==> config.mk <==
export PLATFORM = sky130hd
export DESIGN_NAME = xiep_ctrl
export DESIGN_NICKNAME = d
export VERILOG_FILES = /design/src/core/xiep_ctrl.v
export VERILOG_INCLUDE_DIRS = /design/src /design/src/core
export SDC_FILE = /design/constraint.sdc
export NUM_CORES = 1
export LEC_CHECK = 0
export ABC_CLOCK_PERIOD_IN_PS = 1700
export BUFFER_PORTS_ARGS = -buffer_cell sky130_fd_sc_hd__buf_2
export CORE_MARGIN = 1
export CORE_UTILIZATION = 44
export DETAILED_ROUTE_END_ITERATION = 6
export PLACE_DENSITY = 0.71
export SYNTH_ARGS = -nofsm -noshare
export SYNTH_HDL_FRONTEND = slang
export SYNTH_SLANG_ARGS = --single-unit
export TNS_END_PERCENT = 1
==> constraint.sdc <==
create_clock -name clk -period 1.7 [get_ports clk]
set_input_delay 0.17 -clock clk [delete_from_list [all_inputs] [get_ports clk]]
set_output_delay 0.17 -clock clk [all_outputs]
set_load 0.05 [all_outputs]
==> src/core/xiep_consts.vh <==
// How it works
// - Enable bit 7 lets timer three requests from either overflow flag through when 1.
// - Enable bit 6 lets comparator one rising or falling requests through when 1.
// - Enable bit 5 lets comparator zero rising or falling requests through when 1.
// - Enable bit 4 lets every counter array request through when 1.
// - Enable bit 3 lets the conversion done request through when 1.
// - Enable bit 2 lets the window compare request through when 1.
// - Enable bit 1 lets port match requests through when 1.
// - Enable bit 0 lets every smbus controller request through when 1.
// - A priority bit of 0 means low level and 1 high level, bit 7 for timer three.
// - Priority bit 6 serves comparator one and bit 5 comparator zero.
// - Priority bit 4 serves the counter array and bit 3 conversion done.
// - Priority bits 2, 1 and 0 serve window compare, port match and smbus.
// - The priority register is fully read and write and resets to all zero.
// - No source interrupts while the global enable is clear.
`ifndef XIEP_CONSTS_VH
`define XIEP_CONSTS_VH

`define XIEP_ENABLE_ADDR 8'hE6
`define XIEP_PRIORITY_ADDR 8'hF3
`define XIEP_ENABLE_RESET 8'h00
`define XIEP_PRIORITY_RESET 8'h00
`define XIEP_RDATA_RESET 8'h00

`define XIEP_BIT_TIMER_THREE 7
`define XIEP_BIT_COMPARATOR_ONE 6
`define XIEP_BIT_COMPARATOR_ZERO 5
`define XIEP_BIT_COUNTER_ARRAY 4
`define XIEP_BIT_CONVERSION_DONE 3
`define XIEP_BIT_WINDOW_COMPARE 2
`define XIEP_BIT_PORT_MATCH 1
`define XIEP_BIT_SMBUS 0

`endif

==> src/core/xiep_ctrl.v <==
`timescale 1ns/1ps
`default_nettype none
`include "xiep_consts.vh"

module xiep_ctrl #(
  parameter SOURCES = 8
) (
  // Clock and reset.
  input wire clk,
  input wire arst_n,
  // Special function register port.
  input wire [7:0] sfr_addr,
  input wire sfr_wr,
  input wire [7:0] sfr_wdata,
  input wire sfr_rd,
  output reg [7:0] sfr_rdata,
  // Peripheral request flags.
  input wire timer_three_low_overflow_flag,
  input wire timer_three_high_overflow_flag,
  input wire comparator_one_rising_flag,
  input wire comparator_one_falling_flag,
  input wire comparator_zero_rising_flag,
  input wire comparator_zero_falling_flag,
  input wire counter_array_req,
  input wire conversion_done_flag,
  input wire window_compare_flag,
  input wire port_match_req,
  input wire smbus_controller_req,
  // Core interrupt logic.
  input wire global_irq_enable,
  input wire irq_ack,
  input wire irq_return,
  output reg irq_req,
  output reg irq_high,
  output reg [2:0] irq_source,
  output reg [7:0] irq_pending,
  output reg high_in_service,
  output reg low_in_service
);

  reg [7:0] extended_irq_enable;
  reg [7:0] extended_irq_priority;
  reg [7:0] raw_req;
  wire [7:0] next_pending;
  wire [7:0] high_set;
  wire [7:0] low_set;
  wire any_high;
  wire any_low;
  wire enable_hit;
  wire priority_hit;
  reg [2:0] high_pick;
  reg [2:0] low_pick;
  reg next_req;
  reg next_high;
  reg [2:0] next_source;
  reg next_high_svc;
  reg next_low_svc;
  reg [7:0] next_rdata;
  integer i;

  // Each source collapses its flags into one request line. The flags are levels that the
  // peripherals hold until software clears them, so this block keeps no sticky copy and has
  // no set against clear race to resolve.
  always @* begin
    raw_req = 8'h00;
    raw_req[`XIEP_BIT_TIMER_THREE] = timer_three_low_overflow_flag |
      timer_three_high_overflow_flag;
    raw_req[`XIEP_BIT_COMPARATOR_ONE] = comparator_one_rising_flag |
      comparator_one_falling_flag;
    raw_req[`XIEP_BIT_COMPARATOR_ZERO] = comparator_zero_rising_flag |
      comparator_zero_falling_flag;
    raw_req[`XIEP_BIT_COUNTER_ARRAY] = counter_array_req;
    raw_req[`XIEP_BIT_CONVERSION_DONE] = conversion_done_flag;
    raw_req[`XIEP_BIT_WINDOW_COMPARE] = window_compare_flag;
    raw_req[`XIEP_BIT_PORT_MATCH] = port_match_req;
    raw_req[`XIEP_BIT_SMBUS] = smbus_controller_req;
  end

  // Per source gating by its own mask bit and the global enable, split by level. The pending
  // view already includes the global enable, so it shows exactly what could interrupt.
  genvar g;
  generate
    for (g = 0; g < SOURCES; g = g + 1) begin : gate
      assign next_pending[g] = raw_req[g] & extended_irq_enable[g] & global_irq_enable;
      assign high_set[g] = next_pending[g] & extended_irq_priority[g];
      assign low_set[g] = next_pending[g] & ~extended_irq_priority[g];
    end
  endgenerate

  assign any_high = |high_set;
  assign any_low = |low_set;

  // One encoder per level. The loop runs upward and keeps the last hit, so the highest bit
  // wins within a level and timer three goes first.
  // The fixed order inside a level is a choice; any order there would meet the rules.
  always @* begin
    high_pick = 3'h0;
    low_pick = 3'h0;
    for (i = 0; i < SOURCES; i = i + 1) begin
      if (high_set[i]) begin
        high_pick = i[2:0];
      end
      if (low_set[i]) begin
        low_pick = i[2:0];
      end
    end
  end

  // Selection: a high level request wins over any low level one. It is offered even while
  // a low routine runs, which is how it preempts; nothing is offered while a high routine
  // runs, since nothing can preempt it. The decision uses the in-service state as it will
  // stand after this edge, so a request acknowledged now is withdrawn on the same edge and
  // the core can never take it a second time.
  always @* begin
    next_req = 1'b0;
    next_high = 1'b0;
    next_source = 3'h0;
    if (!next_high_svc) begin
      if (any_high) begin
        next_req = 1'b1;
        next_high = 1'b1;
        next_source = high_pick;
      end else if (any_low && !next_low_svc) begin
        next_req = 1'b1;
        next_source = low_pick;
      end
    end
  end

  // In-service tracking. An acknowledge marks the level presented in that cycle; a
  // return closes the innermost routine, which is the high one when both are open.
  // When both fall in one cycle the return is applied first, then the acknowledge.
  // A return with no routine open changes nothing.
  always @* begin
    next_high_svc = high_in_service;
    next_low_svc = low_in_service;
    if (irq_return) begin
      if (high_in_service) begin
        next_high_svc = 1'b0;
      end else begin
        next_low_svc = 1'b0;
      end
    end
    if (irq_ack && irq_req) begin
      if (irq_high) begin
        next_high_svc = 1'b1;
      end else begin
        next_low_svc = 1'b1;
      end
    end
  end

  // Address decode, shared by the write and the read path so that both always agree on
  // which register an address names.
  assign enable_hit = (sfr_addr == `XIEP_ENABLE_ADDR);
  assign priority_hit = (sfr_addr == `XIEP_PRIORITY_ADDR);

  // Register writes. A write to any other address is dropped without a trace, since the
  // register port has no way to report an error.
  always @(posedge clk or negedge arst_n) begin
    if (!arst_n) begin
      extended_irq_enable <= `XIEP_ENABLE_RESET;
      extended_irq_priority <= `XIEP_PRIORITY_RESET;
    end else if (sfr_wr) begin
      if (enable_hit) begin
        extended_irq_enable <= sfr_wdata;
      end
      if (priority_hit) begin
        extended_irq_priority <= sfr_wdata;
      end
    end
  end

  // Read data is chosen here and registered below, so it stands for the one cycle after the
  // strobe. Any other address answers zero so a shared read mux can OR ports.
  always @* begin
    next_rdata = 8'h00;
    if (sfr_rd) begin
      if (enable_hit) begin
        next_rdata = extended_irq_enable;
      end
      if (priority_hit) begin
        next_rdata = extended_irq_priority;
      end
    end
  end

  always @(posedge clk or negedge arst_n) begin
    if (!arst_n) begin
      sfr_rdata <= `XIEP_RDATA_RESET;
    end else begin
      sfr_rdata <= next_rdata;
    end
  end

  // Outputs to the core. Every one is registered so the core sees clean levels; the price
  // is one cycle from a flag to its request.
  always @(posedge clk or negedge arst_n) begin
    if (!arst_n) begin
      irq_req <= 1'b0;
      irq_high <= 1'b0;
      irq_source <= 3'h0;
      irq_pending <= 8'h00;
    end else begin
      irq_req <= next_req;
      irq_high <= next_high;
      irq_source <= next_source;
      irq_pending <= next_pending;
    end
  end

  // Service state, moved on the same edge as the request so the two never disagree.
  always @(posedge clk or negedge arst_n) begin
    if (!arst_n) begin
      high_in_service <= 1'b0;
      low_in_service <= 1'b0;
    end else begin
      high_in_service <= next_high_svc;
      low_in_service <= next_low_svc;
    end
  end

endmodule // xiep_ctrl
`default_nettype wire

==> key figures, run 1 <==
Outcome
  – Status: finished, final reports clean

Pwr
  – Comb pwr share: 10.5%
  – Clock network power share: 39.6%
  – Sw Share: a little under a quarter
  – Static leakage: 0.001247 uW
  – Power density cells: 877.5 nW/um2
  – Power Internal: 1513 uW
  – Reg power frac: around 50%
  – Switching Power: 463.4 uW
  – Peak VDD IR: 528.4 uV

Timing
  – Headroom to the max-slew limit: 69.99%
  – Final period demand of the worst path: roughly 1.5 ns
  – Final hold violation count: 0
  – Slew @ Worst Pin: 0.4502 ns
  – RSZ-0062 raised after global routing: no
  – Final Slew Violations: 0
  – Worst Skew: 0.003667 ns
  – Fin crit share: 89.92%
  – Setup TNS Final: 0 ns
  – Final Setup Violations: 0
  – Maximum clock frequency: 654.1 MHz

Floorplan
  – Core area: approximately 3700 um2
  – I/O pin cnt: 57
  – Initial Util: between 40% and 50%
  – Die H: 65.03 um
  – Num rows: 22
  – Die X-Extent: about 65 um
  – Full die area: 4229 um2

Place
  – DP Area: approximately 2100 um2
  – IO Port Bufs: 56
  – Detailed Place HPWL: 3133 um
  – GPL Wtd Cong: between 0.9 and 1
  – Dpl cells: 246

Final layout
  – Most frequent cells in the layout: buf_2 (56), dfrtp_1 (39), mux2_2 (14), nor2b_1 (9)
  – Commonest non-fill, non-tap cell in the layout: buf_2
  – Non-Filler Instances: 255
  – Synth-to-Final Area Change: 28.85%
  – Fin area: 2252 um2
  – Antenna diode count: 0
  – Fraction of layout cells with a size suffix above 1: roughly 45%
  – Final Net Count: 240

Synth
  – Synth cell types: 38
  – Synth warn: 0
  – Syn nets: 175
  – Post-synthesis compound-gate area fraction: a little over an eighth
  – Adder-Cell Fraction of Synth Area: 0%
  – Synth Area per Inst: 12.40 um2
  – Synthesized cell area: 1748 um2
  – Mux contribution to synthesized area: 10.74%
  – Xor/xnor share of the synthesized area: 0%
  – FF+latch count, synth: 39
  – Post-Synthesis Cells: 141
  – Combinational family with the most area after synthesis: simple AND/OR/NAND/NOR gates
  – Sequential element share of the synthesized area: 55.83%
  – Post-Synth Simple-Gate Area: 18.18%

Worst hold path
  – Min-delay worst type: primary input to flip-flop
  – Worst hold path startpoint: sfr_wdata[0]

Clock tree
  – CTS H-tree depth: 2
  – CTS tree: built
  – Clock Sinks: 39
  – Max clock buf depth: 2
  – # Post-CTS Setup Buffers: 0
  – Cts bufs inserted: 5
  – Skew-Pair Late Insertion Delay: 0.28 ns
  – Root Buffer Master: clkbuf_8
  – Reg clk slew, reported paths: 0.07 ns

Drt
  – DRC errors left: 0
  – Via count: 1398
  – Via density: ~5.5
  – DR WL/cell: 15.58 um
  – 1st-iter DRT viols: 57
  – First drt pass iteration count: 4
  – Final ANT Viol Nets: 0
  – Final wirelength: 3973 um

Critical path
  – CP startpoint kind: flip-flop
  – Setup crit start: extended_irq_priority[5]
  – Critical Path RT: 1.87 ns
  – Arr. time, crit path: between 1.5 and 2 ns
  – Worst setup EP type: flip-flop
  – Worst Path Max Fanout: 5
  – Max stage delay cell, worst path: dfrtp_1
  – Crit-path cells: o2111ai_1, nand4_1, nor2_1, a31oi_1, and3_1
  – Setup CP Type: flip-flop to flip-flop
  – Worst r2r src: extended_irq_priority[5]
  – CP peak stage delay: 0.43 ns

Flow run
  – Max-Cap Viols: 0

Global routing
  – Vias in the first global route: 1376
  – Largest net degree at the start of global routing: 21
  – Global route total overflow: 0
  – Initial antenna violation count: 0
  – First-pass GRT wire length: 6610 um
  – Total track usage: 21.53%
[kinds of logic (layout without fill, tap and decap cells)]
group / after synthesis / in the layout
AO/OA/AOI/OAI: 30 / 30
buffers and inverters: 9 / 75
flip-flops: 39 / 39
multiplexers: 16 / 16
AND/OR/NAND/NOR: 47 / 47
[sequential cells by signal, indices dropped and copies added (netlist names)]
register,flops
extended_irq_enable,8
irq_req,1
low_in_service,1
sfr_rdata,8
irq_high,1
irq_pending,8
high_in_service,1
irq_source,3
extended_irq_priority,8
[cell type report]
| class | instances | area (um2) |
|---|---|---|
| fillers | 337 | 1491 |
| flip-flops and latches | 39 | 975.9 |
| multi-input cells | 93 | 747.0 |
| repair buffers | 60 | 325.3 |
| clock buffers | 6 | 82.58 |
| well taps | 48 | 60.06 |
| clock inverters | 2 | 35.03 |
| inverters | 7 | 26.28 |
[final timing paths]
check	depth (start not counted)	slack, ns	end
worst max-delay path	5	0.17	irq_source[1]
worst min-delay path	2	0.13	extended_irq_enable[0]
worst max register to register	5	0.17	irq_source[1]
worst min register to register	2	0.54	low_in_service
max in group asynchronous	3	0.88	extended_irq_priority[2]
min in group asynchronous	2	0.36	sfr_rdata[1]
[routing by layer]
layer / vias up / global-route usage (%) / part of all wire [%]
met2: 69 / 34.51 / 48
met4: 0 / 7.065 / 1.1
met1: 669 / 27.90 / 43
met3: 5 / 6.338 / 7.9
met5: - / 0 / 0
li1: 655 / - / -
[power by group through the flow]
stage / sequential (uW) / clock, uW / combinational (uW)
after floorplan: 1040 / 0 / 59.8
after global placement: 1000 / 0 / 198
after detailed placement: 1000 / 0 / 205
after CTS: 985 / 798 / 207
after global routing: 990 / 846 / 226
final: 986 / 782 / 208
[synth_stat cells, drive strengths merged]
cell type	count	area, um2
o31ai	2	15.01
mux2	16	187.7
o22ai	1	6.260
nor4b	1	23.77
a21oi	1	5.000
nand3	6	30.03
nor3	1	16.27
o21ba	1	10.01
o211ai	3	22.52
nor2	8	30.03
nand2	6	32.53
a21boi	1	7.510
a22o	1	8.760
buf	2	10.01
inv	7	26.28
o31a	1	8.760
a22oi	8	60.06
nor4	1	6.260
a31oi	1	6.260
o2111ai	3	26.28
o21ai	2	10.01
o21a	1	7.510
dfrtp	39	975.9
o32ai	1	8.760
nand2b	1	6.260
nand4b	1	8.760
o211a	1	10.01
nor2b	10	70.06
and4b	1	10.01
a2bb2oi	1	8.760
nand4	8	65.06
and3	3	18.77
a31o	1	8.760
[worst max-delay path: cells and delay by family, from the launching register on]
family           cells  cell delay (ns)
AO/OA/AOI/OAI        2             0.36
flip-flops           1             0.43
AND/OR/NAND/NOR      3             0.63
[metrics by stage]
step | setup WS (ns) | utilization, % | hold slack [ns] | total power, uW
6_report | 0.1713 | 60.16 | 0.1290 | 1976
5_1_grt | 0.0009179 | 60.16 | 0.1182 | 2063
4_1_cts | 0.06989 | 59.86 | 0.1216 | 1991
3_5_place_dp | 0.1152 | 56.45 | 0.1387 | 1208
3_3_place_gp | 0.2401 | 56.45 | 0.1312 | 1199
2_1_floorplan | 0.1779 | - | -0.1256 | 1100
[what timing repair did]
action,4_1_cts,5_1_grt
endpoints found under the setup margin,0,2
hold endpoints to repair,19,0
hold buffers,1,0
gates resized for setup,0,2
(Power assumes the default switching activity.)
==> inputs of run 2 (changes only) <==
--- a/config.mk
+++ b/config.mk
@@ -12,6 +12,7 @@
 export CORE_UTILIZATION = 44
 export DETAILED_ROUTE_END_ITERATION = 6
 export PLACE_DENSITY = 0.71
+export SETUP_SLACK_MARGIN = 0.2
 export SYNTH_ARGS = -nofsm -noshare
 export SYNTH_HDL_FRONTEND = slang
 export SYNTH_SLANG_ARGS = --single-unit
==> key figures, run 2 (synthesized netlist as in run 1, its figures left out) <==
Outcome
  – Status: finished, final reports clean

Global routing
  – Initial antenna violation count: 0
  – First-pass GRT wire length: 6368 um
  – Vias in the first global route: ~1400
  – Global route total overflow: 0
  – Total track usage: 20.09%
  – Largest net degree at the start of global routing: 23

Pwr
  – Peak VDD IR: 631.9 uV
  – Static leakage: 0.001263 uW
  – Power density cells: 855.5 nW/um2

Place
  – GPL Wtd Cong: 0.9228
  – Detailed Place HPWL: 3057 um
  – IO Port Bufs: 56
  – DP Area: 2102 um2

Clock tree
  – Skew-Pair Late Insertion Delay: 0.29 ns
  – CTS tree: built
  – CTS H-tree depth: 2
  – Reg clk slew, reported paths: 0.07 ns
  – Root Buffer Master: clkbuf_8
  – Max clock buf depth: 2
  – Clock Sinks: 39
  – Cts bufs inserted: 5

Final layout
  – Commonest non-fill, non-tap cell in the layout: buf_2
  – Fin area: 2326 um2
  – Fraction of layout cells with a size suffix above 1: 51.66%
  – Final Net Count: 244
  – Antenna diode count: 0
  – Most frequent cells in the layout: buf_2 (56), dfrtp_1 (34), mux2_2 (14), nor2b_1 (9), a22oi_1 (8)
  – Synth-to-Final Area Change: 33.07%

Drt
  – Final wirelength: 4060 um
  – Via count: 1434
  – DR WL/cell: roughly 16 um
  – 1st-iter DRT viols: 68
  – Via density: ~5.5
  – First drt pass iteration count: 4
  – Final ANT Viol Nets: 0
  – DRC errors left: 0

Worst hold path
  – Min-Delay Endpoint: extended_irq_enable[1]
  – Worst hold path startpoint: sfr_wdata[1]
  – Min-delay worst type: primary input to flip-flop
  – Hold path cells: 2

Critical path
  – Worst setup EP type: flip-flop
  – Reg2reg end: irq_source[0]
  – Worst r2r src: extended_irq_enable[2]
  – Critical Path RT: 1.93 ns
  – CP startpoint kind: flip-flop
  – Setup CP Type: flip-flop to flip-flop
  – Arr. time, crit path: 1.75 ns
  – Reg2reg path depth: 5
  – Worst Path Max Fanout: 5
  – Reg2Reg Setup Slack: about 0.18 ns

Timing
  – Final hold violation count: 0
  – RSZ-0062 raised after global routing: yes
  – Fin crit share: between 80 and 90%
  – Headroom to the max-slew limit: slightly below 70%
  – Final Setup Violations: 0
  – Maximum clock frequency: 658.3 MHz
  – Worst Skew: 0.004811 ns
  – Slew @ Worst Pin: between 0.4 and 0.5 ns
  – Final period demand of the worst path: 1.519 ns
  – Setup TNS Final: 0 ns
  – Final Slew Violations: 0

Floorplan
  – Core area: around 3700 um2
  – Num rows: 22
  – Die X-Extent: ~65 um
  – Die H: about 65 um
  – Full die area: 4229 um2
  – Initial Util: 46.69%
  – I/O pin cnt: 57

Flow run
  – Max-Cap Viols: 0
## run 2: cell types whose count changed in the layout (fill, tap and decap cells not counted), moves of 3 or more
cell,before,now
buf_4,2,7
dfrtp_1,39,34
dfrtp_2,0,5
o2111ai_1,3,0
o2111ai_2,0,3
## run 2: layout make-up
| type | count | area [um2] |
|---|---|---|
| clock buffers | 6 | 82.58 |
| fillers | 330 | 1418 |
| inverters | 7 | 26.28 |
| flip-flops and latches | 39 | 982.2 |
| clock inverters | 2 | 35.03 |
| multi-input cells | 93 | 797.0 |
| repair buffers | 64 | 342.8 |
| well taps | 48 | 60.06 |
## run 2: per-layer routing
layer	vias up	routed length [um]	GRT usage, %
met4	0	44	5.978
met3	6	352	5.282
li1	668	-	-
met2	74	1969	33.46
met1	686	1693	25.57
met5	-	0	0
## run 2: repair_timing
action                                 4_1_cts  5_1_grt
resized for setup                            2       13
setup endpoints to repair                    2        3
endpoints found under the hold margin       21        0
hold buffers                                 1        0
pin swaps                                    0        7
buffers inserted                             0        4
## run 2: per-stage QoR
| step | utilization (%) | setup WS [ns] | total power, uW | instances | hold slack, ns |
|---|---|---|---|---|---|
| 2_1_floorplan | - | 0.2373 | 1100 | 141 | -0.1256 |
| 3_3_place_gp | 56.15 | 0.2467 | 1194 | 246 | 0.1358 |
| 3_5_place_dp | 56.15 | 0.1667 | 1202 | 246 | 0.1445 |
| 4_1_cts | 59.86 | 0.2278 | 1978 | 255 | 0.1208 |
| 5_1_grt | 62.13 | 0.1122 | 2072 | 259 | 0.1186 |
| 6_report | 62.13 | 0.1808 | 1990 | 259 | 0.1195 |
## run 2: report_power, final
| group | switching, uW | total, uW | internal, uW |
|---|---|---|---|
| Combinational | 131 | 216 | 84.8 |
| Clock | 309 | 783 | 474 |
| Sequential | 32.4 | 991 | 959 |
| Total | 472 | 1990 | 1520 |
## run 2: worst max-delay path by stage
stage | endpoint | slack, ns | startpoint
floorplan | extended_irq_enable[3] | 0.24 | sfr_addr[7]
CTS | irq_source[1] | 0.23 | extended_irq_priority[6]
global route | irq_source[0] | 0.11 | extended_irq_enable[2]
detailed placement | irq_source[1] | 0.17 | high_in_service
finish | irq_source[0] | 0.18 | extended_irq_enable[2]
global placement | extended_irq_enable[3] | 0.25 | sfr_addr[3]
## run 2: critical path, stage by stage, from the launching register on
cell	delay, ns
dfrtp_1	0.42
and4b_1	0.26
o32ai_2	0.31
a21oi_1	0.10
nor4_1	0.19
o31a_1	0.19
